===== src/field_access_pkg.sv =====
package field_access_pkg;
    // ------------------------------------------------------------
    // register word layout
    // ------------------------------------------------------------
    localparam int  DATA_W      = 32;
    localparam int  ADDR_W      = 2;
    localparam int  NUM_WORDS   = 4;
    // word indices
    localparam logic [1:0] WORD_CTRL   = 2'h0; // control and lock fields
    localparam logic [1:0] WORD_STATUS = 2'h1; // status: ro, w1c, rc, rcw
    localparam logic [1:0] WORD_CONFIG = 2'h2; // rw word, qualified by wt
    localparam logic [1:0] WORD_HARDWARE_INITIALIZED_FIELD = 2'h3; // hardware initialised
    // control word fields
    localparam int  UNLOCK_BIT  = 0;           // register_unlock_bit
    localparam int  RW_LO       = 8;           // plain rw byte
    localparam int  RW_HI       = 15;
    localparam int  LOCK_LO     = 16;          // lock_protected_field
    localparam int  LOCK_HI     = 23;
    // status word fields
    localparam int  STAT_LO     = 0;           // read-only hw status
    localparam int  STAT_HI     = 7;
    localparam int  W1C_LO      = 8;           // write-one-to-clear
    localparam int  W1C_HI      = 15;
    localparam int  RC_LO       = 16;          // read-to-clear counter
    localparam int  RC_HI       = 23;
    localparam int  RCW_LO      = 24;          // read_clear_writable_field
    localparam int  RCW_HI      = 31;
    // config word fields
    localparam int  WT_BIT      = 31;          // write_transient_qualifier
    localparam int  CFG_LO      = 0;
    localparam int  CFG_HI      = 15;
    // reset values
    localparam logic [7:0]  RW_RST   = 8'h00;
    localparam logic [7:0]  LOCK_RST = 8'h00;
    localparam logic [15:0] CFG_RST  = 16'h0000;
    localparam logic [7:0]  BYTE_ZERO = 8'h00;
    localparam logic [7:0]  BYTE_ONE  = 8'h01;
    // write sources, all treated alike
    typedef enum logic [1:0] {
        SRC_ROOT   = 2'b00,
        SRC_SMBUS  = 2'b01,
        SRC_EEPROM = 2'b10
    } wr_src_t;
endpackage


===== src/field_access_if.sv =====
interface field_access_if
    import field_access_pkg::*;
();
    logic                  rd_en;   // read strobe
    logic [ADDR_W-1:0]     rd_addr; // word index
    logic [DATA_W-1:0]     rd_data; // registered read data
    logic [NUM_WORDS*DATA_W-1:0] words; // live register words
    modport host (output rd_en, output rd_addr, output words,
                  input rd_data);
    modport mux  (input rd_en, input rd_addr, input words,
                  output rd_data);
endinterface


===== src/register_field_access_types.sv =====
module register_field_access_types
    import field_access_pkg::*;
(
    input  wire logic                  mclk,       // 25 mhz core clock
    input  wire logic                  srst,       // sync reset, high
    input  wire logic                  wr_en,      // write strobe
    input  wire field_access_pkg::wr_src_t wr_src, // write source
    input  wire logic [ADDR_W-1:0]     wr_addr,    // write word index
    input  wire logic [DATA_W-1:0]     wr_data,    // write data
    input  wire logic                  rd_en,      // read strobe
    input  wire logic [ADDR_W-1:0]     rd_addr,    // read word index
    output logic      [DATA_W-1:0]     rd_data,    // read data, registered
    input  wire logic [7:0]            hw_status,  // live ro status
    input  wire logic [7:0]            hw_event,   // w1c set pulses
    input  wire logic                  hw_count,   // rc counter increment
    input  wire logic [DATA_W-1:0]     strap_val,  // strap pin value
    input  wire logic                  init_load,  // hardware_initialized_field load pulse
    output logic                       unlocked,   // unlock bit state
    output logic      [7:0]            lock_out,   // lock field value
    output logic      [15:0]           cfg_out     // config field value
);
    import field_access_pkg::*;

    // ------------------------------------------------------------
    // state
    // ------------------------------------------------------------
    logic              unlock_r;
    logic [7:0]        rw_r;
    logic [7:0]        lock_r;
    logic [7:0]        stat_r;
    logic [7:0]        w1c_r;
    logic [7:0]        rc_r;
    logic [7:0]        rcw_r;
    logic [15:0]       cfg_r;
    logic [DATA_W-1:0] hardware_initialized_field_r;
    logic              hardware_initialized_field_done_r;
    logic              wr_ctrl, wr_stat, wr_cfg, wr_hwi;
    logic              rd_stat;
    logic [DATA_W-1:0] w_ctrl, w_stat, w_cfg;
    logic [7:0]        w1c_nxt;
    logic [7:0]        w1c_kept;

    // source is not decoded: every path gets identical treatment
    always_comb begin
        wr_ctrl = wr_en && (wr_addr == WORD_CTRL);
        wr_stat = wr_en && (wr_addr == WORD_STATUS);
        wr_cfg  = wr_en && (wr_addr == WORD_CONFIG);
        wr_hwi  = wr_en && (wr_addr == WORD_HARDWARE_INITIALIZED_FIELD);
        rd_stat = rd_en && (rd_addr == WORD_STATUS);
    end

    // ------------------------------------------------------------
    // control word: rw byte, unlock bit, lock field
    // ------------------------------------------------------------
    always_ff @(posedge mclk) begin
        if (srst) begin
            unlock_r <= 1'b0;
            rw_r     <= RW_RST;
        end else if (wr_ctrl) begin
            unlock_r <= wr_data[UNLOCK_BIT];
            rw_r     <= wr_data[RW_HI:RW_LO];
        end
    end

    // same-cycle write of unlock and lock uses the old unlock value
    always_ff @(posedge mclk) begin
        if (srst) begin
            lock_r <= LOCK_RST;
        end else if (wr_ctrl && unlock_r) begin
            lock_r <= wr_data[LOCK_HI:LOCK_LO];
        end
    end

    // ------------------------------------------------------------
    // status word
    // ------------------------------------------------------------
    always_ff @(posedge mclk) begin
        if (srst) begin
            stat_r <= BYTE_ZERO;
        end else begin
            stat_r <= hw_status;
        end
    end

    always_comb begin
        w1c_nxt = w1c_r;
        if (wr_stat) begin
            w1c_nxt = w1c_nxt & ~wr_data[W1C_HI:W1C_LO];
        end
        w1c_nxt = w1c_nxt | hw_event;
    end

    always_ff @(posedge mclk) begin
        if (srst) begin
            w1c_r <= BYTE_ZERO;
        end else begin
            w1c_r <= w1c_nxt;
        end
    end

    // counter saturates; increment in the read cycle is kept, not lost
    always_ff @(posedge mclk) begin
        if (srst) begin
            rc_r <= BYTE_ZERO;
        end else if (rd_stat) begin
            rc_r <= hw_count ? BYTE_ONE : BYTE_ZERO;
        end else if (hw_count && (rc_r != 8'hff)) begin
            rc_r <= rc_r + BYTE_ONE;
        end
    end

    // write wins over read-clear when both land in one cycle
    always_ff @(posedge mclk) begin
        if (srst) begin
            rcw_r <= BYTE_ZERO;
        end else if (wr_stat) begin
            rcw_r <= wr_data[RCW_HI:RCW_LO];
        end else if (rd_stat) begin
            rcw_r <= BYTE_ZERO;
        end
    end

    // ------------------------------------------------------------
    // config word, gated by the write-transient qualifier
    // ------------------------------------------------------------
    always_ff @(posedge mclk) begin
        if (srst) begin
            cfg_r <= CFG_RST;
        end else if (wr_cfg && wr_data[WT_BIT]) begin
            cfg_r <= wr_data[CFG_HI:CFG_LO];
        end
    end

    // ------------------------------------------------------------
    // hardware initialised word
    // ------------------------------------------------------------
    // loads once after reset; software writes never reach it
    always_ff @(posedge mclk) begin
        if (srst) begin
            hardware_initialized_field_r      <= '0;
            hardware_initialized_field_done_r <= 1'b0;
        end else if (init_load && !hardware_initialized_field_done_r) begin
            hardware_initialized_field_r      <= strap_val;
            hardware_initialized_field_done_r <= 1'b1;
        end
    end

    // ------------------------------------------------------------
    // read path
    // ------------------------------------------------------------
    always_comb begin
        w_ctrl = '0;
        w_ctrl[UNLOCK_BIT]      = unlock_r;
        w_ctrl[RW_HI:RW_LO]     = rw_r;
        w_ctrl[LOCK_HI:LOCK_LO] = lock_r;
        w_stat = {rcw_r, rc_r, w1c_r, stat_r};
        w_cfg  = '0;
        w_cfg[CFG_HI:CFG_LO]    = cfg_r;
    end

    field_access_if rd_if ();
    assign rd_if.rd_en   = rd_en;
    assign rd_if.rd_addr = rd_addr;
    assign rd_if.words   = {hardware_initialized_field_r, w_cfg, w_stat, w_ctrl};

    read_mux u_read_mux (
        .mclk (mclk),
        .srst (srst),
        .port (rd_if.mux)
    );

    // ------------------------------------------------------------
    // outputs
    // ------------------------------------------------------------
    always_ff @(posedge mclk) begin
        if (srst) begin
            rd_data  <= '0;
            unlocked <= 1'b0;
            lock_out <= LOCK_RST;
            cfg_out  <= CFG_RST;
        end else begin
            rd_data  <= rd_if.rd_data;
            unlocked <= unlock_r;
            lock_out <= lock_r;
            cfg_out  <= cfg_r;
        end
    end

    // ------------------------------------------------------------
    // checks
    // ------------------------------------------------------------
    // w1c bits that must survive, built apart from the update logic
    always_comb begin
        w1c_kept = w1c_r;
        if (wr_stat) begin
            w1c_kept = w1c_r & ~wr_data[W1C_HI:W1C_LO];
        end
    end

    a_w1c_set_wins: assert property (
        @(posedge mclk) disable iff (srst)
        |hw_event |=> (w1c_r & $past(hw_event)) == $past(hw_event))
        else $error("w1c event lost");
    a_w1c_zero_keeps: assert property (
        @(posedge mclk) disable iff (srst)
        1'b1 |=> (w1c_r & $past(w1c_kept)) == $past(w1c_kept))
        else $error("w1c bit cleared without write of one");
    a_lock_held: assert property (
        @(posedge mclk) disable iff (srst)
        !unlock_r |=> $stable(lock_r))
        else $error("lock field changed while locked");
    a_wt_gates_cfg: assert property (
        @(posedge mclk) disable iff (srst)
        !(wr_cfg && wr_data[WT_BIT]) |=> $stable(cfg_r))
        else $error("config changed without qualifier");
    a_rcw_read_clr: assert property (
        @(posedge mclk) disable iff (srst)
        (rd_stat && !wr_stat) |=> rcw_r == BYTE_ZERO)
        else $error("rcw not cleared on read");
    a_rcw_write: assert property (
        @(posedge mclk) disable iff (srst)
        wr_stat |=> rcw_r == $past(wr_data[RCW_HI:RCW_LO]))
        else $error("rcw write not loaded");
    a_rc_no_write: assert property (
        @(posedge mclk) disable iff (srst)
        (wr_stat && !rd_stat && !hw_count) |=> $stable(rc_r))
        else $error("rc field moved on write");
    a_rc_read_clr: assert property (
        @(posedge mclk) disable iff (srst)
        (rd_stat && !hw_count) |=> rc_r == BYTE_ZERO)
        else $error("rc not cleared on read");
    a_hardware_initialized_field_once: assert property (
        @(posedge mclk) disable iff (srst)
        hardware_initialized_field_done_r |=> $stable(hardware_initialized_field_r))
        else $error("hardware_initialized_field changed after load");
    a_hardware_initialized_field_no_wr: assert property (
        @(posedge mclk) disable iff (srst)
        (wr_hwi && !init_load) |=> $stable(hardware_initialized_field_r))
        else $error("hardware_initialized_field moved on software write");
    a_rw_readback: assert property (
        @(posedge mclk) disable iff (srst)
        wr_ctrl |=> rw_r == $past(wr_data[RW_HI:RW_LO]))
        else $error("rw field not updated");
    a_cfg_zero_bits: assert property (
        @(posedge mclk) disable iff (srst)
        (rd_en && rd_addr == WORD_CONFIG)
            |-> ##2 rd_data[DATA_W-1:CFG_HI+1] == '0)
        else $error("config zero bits read non-zero");
    a_ro_ignores: assert property (
        @(posedge mclk) disable iff (srst)
        1'b1 |=> stat_r == $past(hw_status))
        else $error("ro status not tracking hardware");
endmodule


===== src/read_mux.sv =====
module read_mux
    import field_access_pkg::*;
(
    input  wire logic     mclk, // core clock
    input  wire logic     srst, // sync reset
    field_access_if.mux   port  // read path
);
    logic [DATA_W-1:0] word_sel;

    always_comb begin
        word_sel = port.words[port.rd_addr*DATA_W +: DATA_W];
    end

    // read data registered so the top output comes from a flop
    always_ff @(posedge mclk) begin
        if (srst) begin
            port.rd_data <= '0;
        end else if (port.rd_en) begin
            port.rd_data <= word_sel;
        end
    end
endmodule


===== config.mk =====
export PLATFORM = sky130hd
export DESIGN_NAME = register_field_access_types
export DESIGN_NICKNAME = d
export VERILOG_FILES = /design/src/field_access_pkg.sv /design/src/field_access_if.sv /design/src/register_field_access_types.sv /design/src/read_mux.sv
export SDC_FILE = /design/constraint.sdc
export NUM_CORES = 1
export LEC_CHECK = 0
export ABC_CLOCK_PERIOD_IN_PS = 1700
export BUFFER_PORTS_ARGS = -buffer_cell sky130_fd_sc_hd__buf_2
export CAP_MARGIN = 20
export CORE_MARGIN = 2
export CORE_UTILIZATION = 47
export CTS_BUF_LIST = sky130_fd_sc_hd__clkbuf_8
export CTS_CLUSTER_SIZE = 8
export DETAILED_ROUTE_END_ITERATION = 7
export PLACE_DENSITY = 0.7
export SETUP_SLACK_MARGIN = 0.15
export SLEW_MARGIN = 20
export SYNTH_ARGS = -nofsm -noshare
export SYNTH_HDL_FRONTEND = slang
export SYNTH_SLANG_ARGS = --single-unit
export TNS_END_PERCENT = 1

===== constraint.sdc =====
create_clock -name mclk -period 1.7 [get_ports mclk]
set_clock_uncertainty 0.15 [all_clocks]
set_input_delay 0.51 -clock mclk [delete_from_list [all_inputs] [get_ports mclk]]
set_output_delay 0.51 -clock mclk [all_outputs]
set_load 0.005 [all_outputs]

==> results.json <==
{
  "ys.flop_type": "dfxtp_1",
  "ios": 149,
  "clockBufferDepth": 2,
  "antenna_left": 0,
  "reg2reg_from": "rc_r[0]",
  "synth_seq_cells": 187,
  "place_congestion": 0.810,
  "async_reset_ff_frac": 0,
  "first_iter_violations": 300,
  "critPathSlowestCell": "dfxtp_2",
  "port_buffers": 146,
  "path_cells": "buf_6",
  "cp.arrival_ns": 0.92,
  "synth_edf_count": 0,
  "final.min_clock_period_ns": 1.58,
  "tightest_slew_ns": 0.500,
  "finalSetupViolCount": 0,
  "yosysTopAreaCellShare": 0.542,
  "die_area_mm2": 0.0157,
  "hold_depth": 2,
  "startpoint": "rd_data[12]",
  "cts_tree": "built",
  "antenna_found_initial": 2,
  "layout-drive-gt1-share": 0.274,
  "wl_met3_um": 946,
  "layout.nets": 932,
  "syn_nets": 791,
  "first_pass_iters": 5,
  "highest_layer": "met5",
  "root_buffer": "clkbuf_8",
  "crit_end": "rd_data[12]",
  "start_kind": "flop",
  "dpl.cell_count": 1004,
  "rows": 44,
  "clkTransAtPathRegs_ns": 0.09,
  "cts-buffers-inserted": 17,
  "grt_pass1_vias": 5242,
  "rsz0062_at_grt": "yes",
  "layoutNonFillerInstCount": 1036,
  "end_kind": "output port",
  "clock_latency_ns": 0.46,
  "met2RoutedLength_mm": 7.67,
  "postSynthCellCount": 698,
  "routed_wl_mm": 16.1,
  "worst-path-buf-inv": 1,
  "critPathKind": "reg2out",
  "cp_slowest_stage_delay_ns": 0.37,
  "htree_levels": 4,
  "area.growth.synth_to_final_pct": 19.5,
  "syn-mean-instance-area_um2": 9.89,
  "max-slew-margin-rel": 0.667,
  "wl_met1_mm": 7.14,
  "cts_setup_buffers": 0,
  "die_x_um": 125,
  "post-route-period-util": 0.932,
  "clkSinkCount": 187,
  "synthTopCellsByArea": "dfxtp_1, nor2b_1, nand2_1, mux2i_1, a21oi_1",
  "vias_per_cell": 5.16,
  "die_h_um": 125,
  "path_depth": 1,
  "syn-cell-area_mm2": 0.00690,
  "drv_cap": 0,
  "drc_errors": 0,
  "ir_drop_uv": 547,
  "start_util": 0.478,
  "hold_path_class": "in2reg",
  "power_leakage_nw": 3.58,
  "ys_seq_area_frac": 0.542,
  "track_usage": 0.208,
  "reg2reg_to": "rc_r[0]",
  "wl_per_cell_um": 15.5,
  "synth_cell_types": 45,
  "p_per_area_mw_per_mm2": 955,
  "cp_max_fo": 1,
  "ff2ff_setup_slack_ns": 0.22,
  "grt_max_degree": 119,
  "synth_warnings": 0,
  "core_mm2": 0.0144,
  "fmax_ghz": 0.631,
  "cp_top_family": "flip-flops",
  "yosys.area.top_type": "dfxtp_1",
  "dp_hpwl_mm": 11.5,
  "finalSetupTns_ns": 0,
  "grt_pass1_wl_mm": 26.0,
  "reg2regPathDepth": 4,
  "grt_overflow_total": 0,
  "vias": 5342,
  "final-hold-violation-count": 0,
  "worstPathRequired_ns": 1.04,
  "status": "finished clean",
  "slew_violations": 0
}
[where the power goes]
| part | switching [mW] | internal (mW) | total [mW] |
|---|---|---|---|
| combinational | 0.346 | 0.309 | 0.655 |
| clock | 1.44 | 1.19 | 2.63 |
| sequential | 0.0705 | 4.52 | 4.59 |
[layout make-up]
| type | count | area [um^2] |
|---|---|---|
| Clock buffer | 19 | 262 |
| Fill cell | 1263 | 6180 |
| Timing Repair Buffer | 175 | 1020 |
| Inverter | 3 | 11.3 |
| Sequential cell | 187 | 3760 |
| Clock inverter | 12 | 85.1 |
| Tap cell | 184 | 230 |
| Antenna cell | 1 | 2.50 |
| Multi-Input combinational cell | 455 | 2880 |
[cells by family (layout without fill, tap and decap cells)]
| logic type | count (synthesis) | after routing | synth area share |
|---|---|---|---|
| AO/OA/AOI/OAI | 115 | 115 | 0.104 |
| flip-flops | 187 | 187 | 0.542 |
| AND/OR/NAND/NOR | 279 | 279 | 0.198 |
| adder cells (fa/ha/maj) | 1 | 1 | 0.00181 |
| multiplexers | 60 | 60 | 0.110 |
| other | 0 | 1 | 0 |
| buffers and inverters | 56 | 209 | 0.0437 |
[worst min path at each step]
stage | end | slack (ns) | startpoint
6_report | w1c_r[4] | 0.1 | hw_event[4]
4_1_cts | w1c_r[4] | 0.06 | hw_event[4]
3_5_place_dp | rd_data[29] | 0.29 | u_read_mux.port.rd_data[29]
3_3_place_gp | hardware_initialized_field_r[5] | 0.29 | hardware_initialized_field_r[5]
2_1_floorplan | rd_data[1] | 0.28 | u_read_mux.port.rd_data[1]
5_1_grt | w1c_r[1] | 0.08 | hw_event[1]
[sequential cells by signal, indices dropped and copies added (netlist names)]
name	count
cfg_out	16
cfg_r	16
hardware_initialized_field_done_r	1
hardware_initialized_field_r	32
lock_out	8
lock_r	8
rc_r	8
rcw_r	8
rd_data	32
rw_r	8
stat_r	8
u_read_mux.port.rd_data	32
unlock_r	1
unlocked	1
w1c_r	8
[placed cells by master (no fill, tap or decap), types with 2 or more instances in the layout]
cell / Yosys / routed
dfxtp_1: 187 / 176
buf_2: 13 / 141
nand2_1: 106 / 106
nor2b_1: 82 / 81
a21oi_1: 69 / 69
nor2_1: 43 / 43
mux2i_1: 36 / 36
buf_4: 2 / 26
nand3_1: 23 / 23
clkbuf_8: 1 / 19
mux2_2: 14 / 14
dfxtp_2: 0 / 11
o211ai_1: 9 / 9
o211a_1: 8 / 8
a21boi_0: 8 / 8
o21a_1: 8 / 8
inv_1: 3 / 7
mux4_1: 7 / 7
a221oi_1: 7 / 7
clkinv_2: 0 / 5
buf_6: 6 / 5
and2_1: 4 / 4
nand4_1: 3 / 3
buf_12: 0 / 3
nand3b_1: 2 / 2
and3b_1: 2 / 2
and3_1: 2 / 2
and4_1: 2 / 2
a31oi_1: 2 / 2
mux4_2: 2 / 2
nor3b_1: 3 / 2
clkinvlp_4: 0 / 2
[metal layers]
| metal | GRT usage | vias to the layer above |
|---|---|---|
| met2 | 0.351 | 172 |
| li1 | - | 2637 |
| met1 | 0.255 | 2500 |
| met3 | 0.0556 | 31 |
| met4 | 0.0784 | 2 |
| met5 | 0 | - |
[worst reg2reg max path, cell delays in order, from the launching register on]
cell     delay (ns)
dfxtp_2        0.36
ha_2           0.22
and4_1         0.23
a211o_1        0.29
a41oi_1        0.14
[cell usage after synthesis (all sizes together) (2+ instances only)]
master / n
dfxtp: 187
nand2: 106
nor2b: 82
a21oi: 69
nor2: 43
mux2i: 36
buf: 27
clkbuf: 26
nand3: 23
mux2: 15
mux4: 9
o211ai: 9
a21boi: 8
o211a: 8
o21a: 8
a221oi: 7
and2: 4
inv: 3
nand4: 3
nor3b: 3
a31oi: 2
and3: 2
and3b: 2
and4: 2
nand3b: 2
[per-stage QoR]
stage / utilization / hold slack (ns) / worst slack [ns] / total power, mW / area (um^2)
global route: 0.572 / 0.0840 / 0.0791 / 8.18 / 8240
floorplan: - / 0.280 / 0.0420 / 5.07 / 6910
finish: 0.572 / 0.0978 / 0.115 / 7.88 / 8250
global placement: 0.544 / 0.289 / -0.155 / 5.31 / 7840
CTS: 0.569 / 0.0605 / 0.0790 / 7.95 / 8200
detailed placement: 0.544 / 0.295 / -0.185 / 5.34 / 7840
[what timing repair did]
| action | 4_1_cts | 5_1_grt |
|---|---|---|
| hold buffers | 0 | 0 |
| resized for setup | 8 | 10 |
| pin swaps | 0 | 0 |
| endpoints found under the setup margin | 66 | 68 |
(Power assumes the default switching activity.)
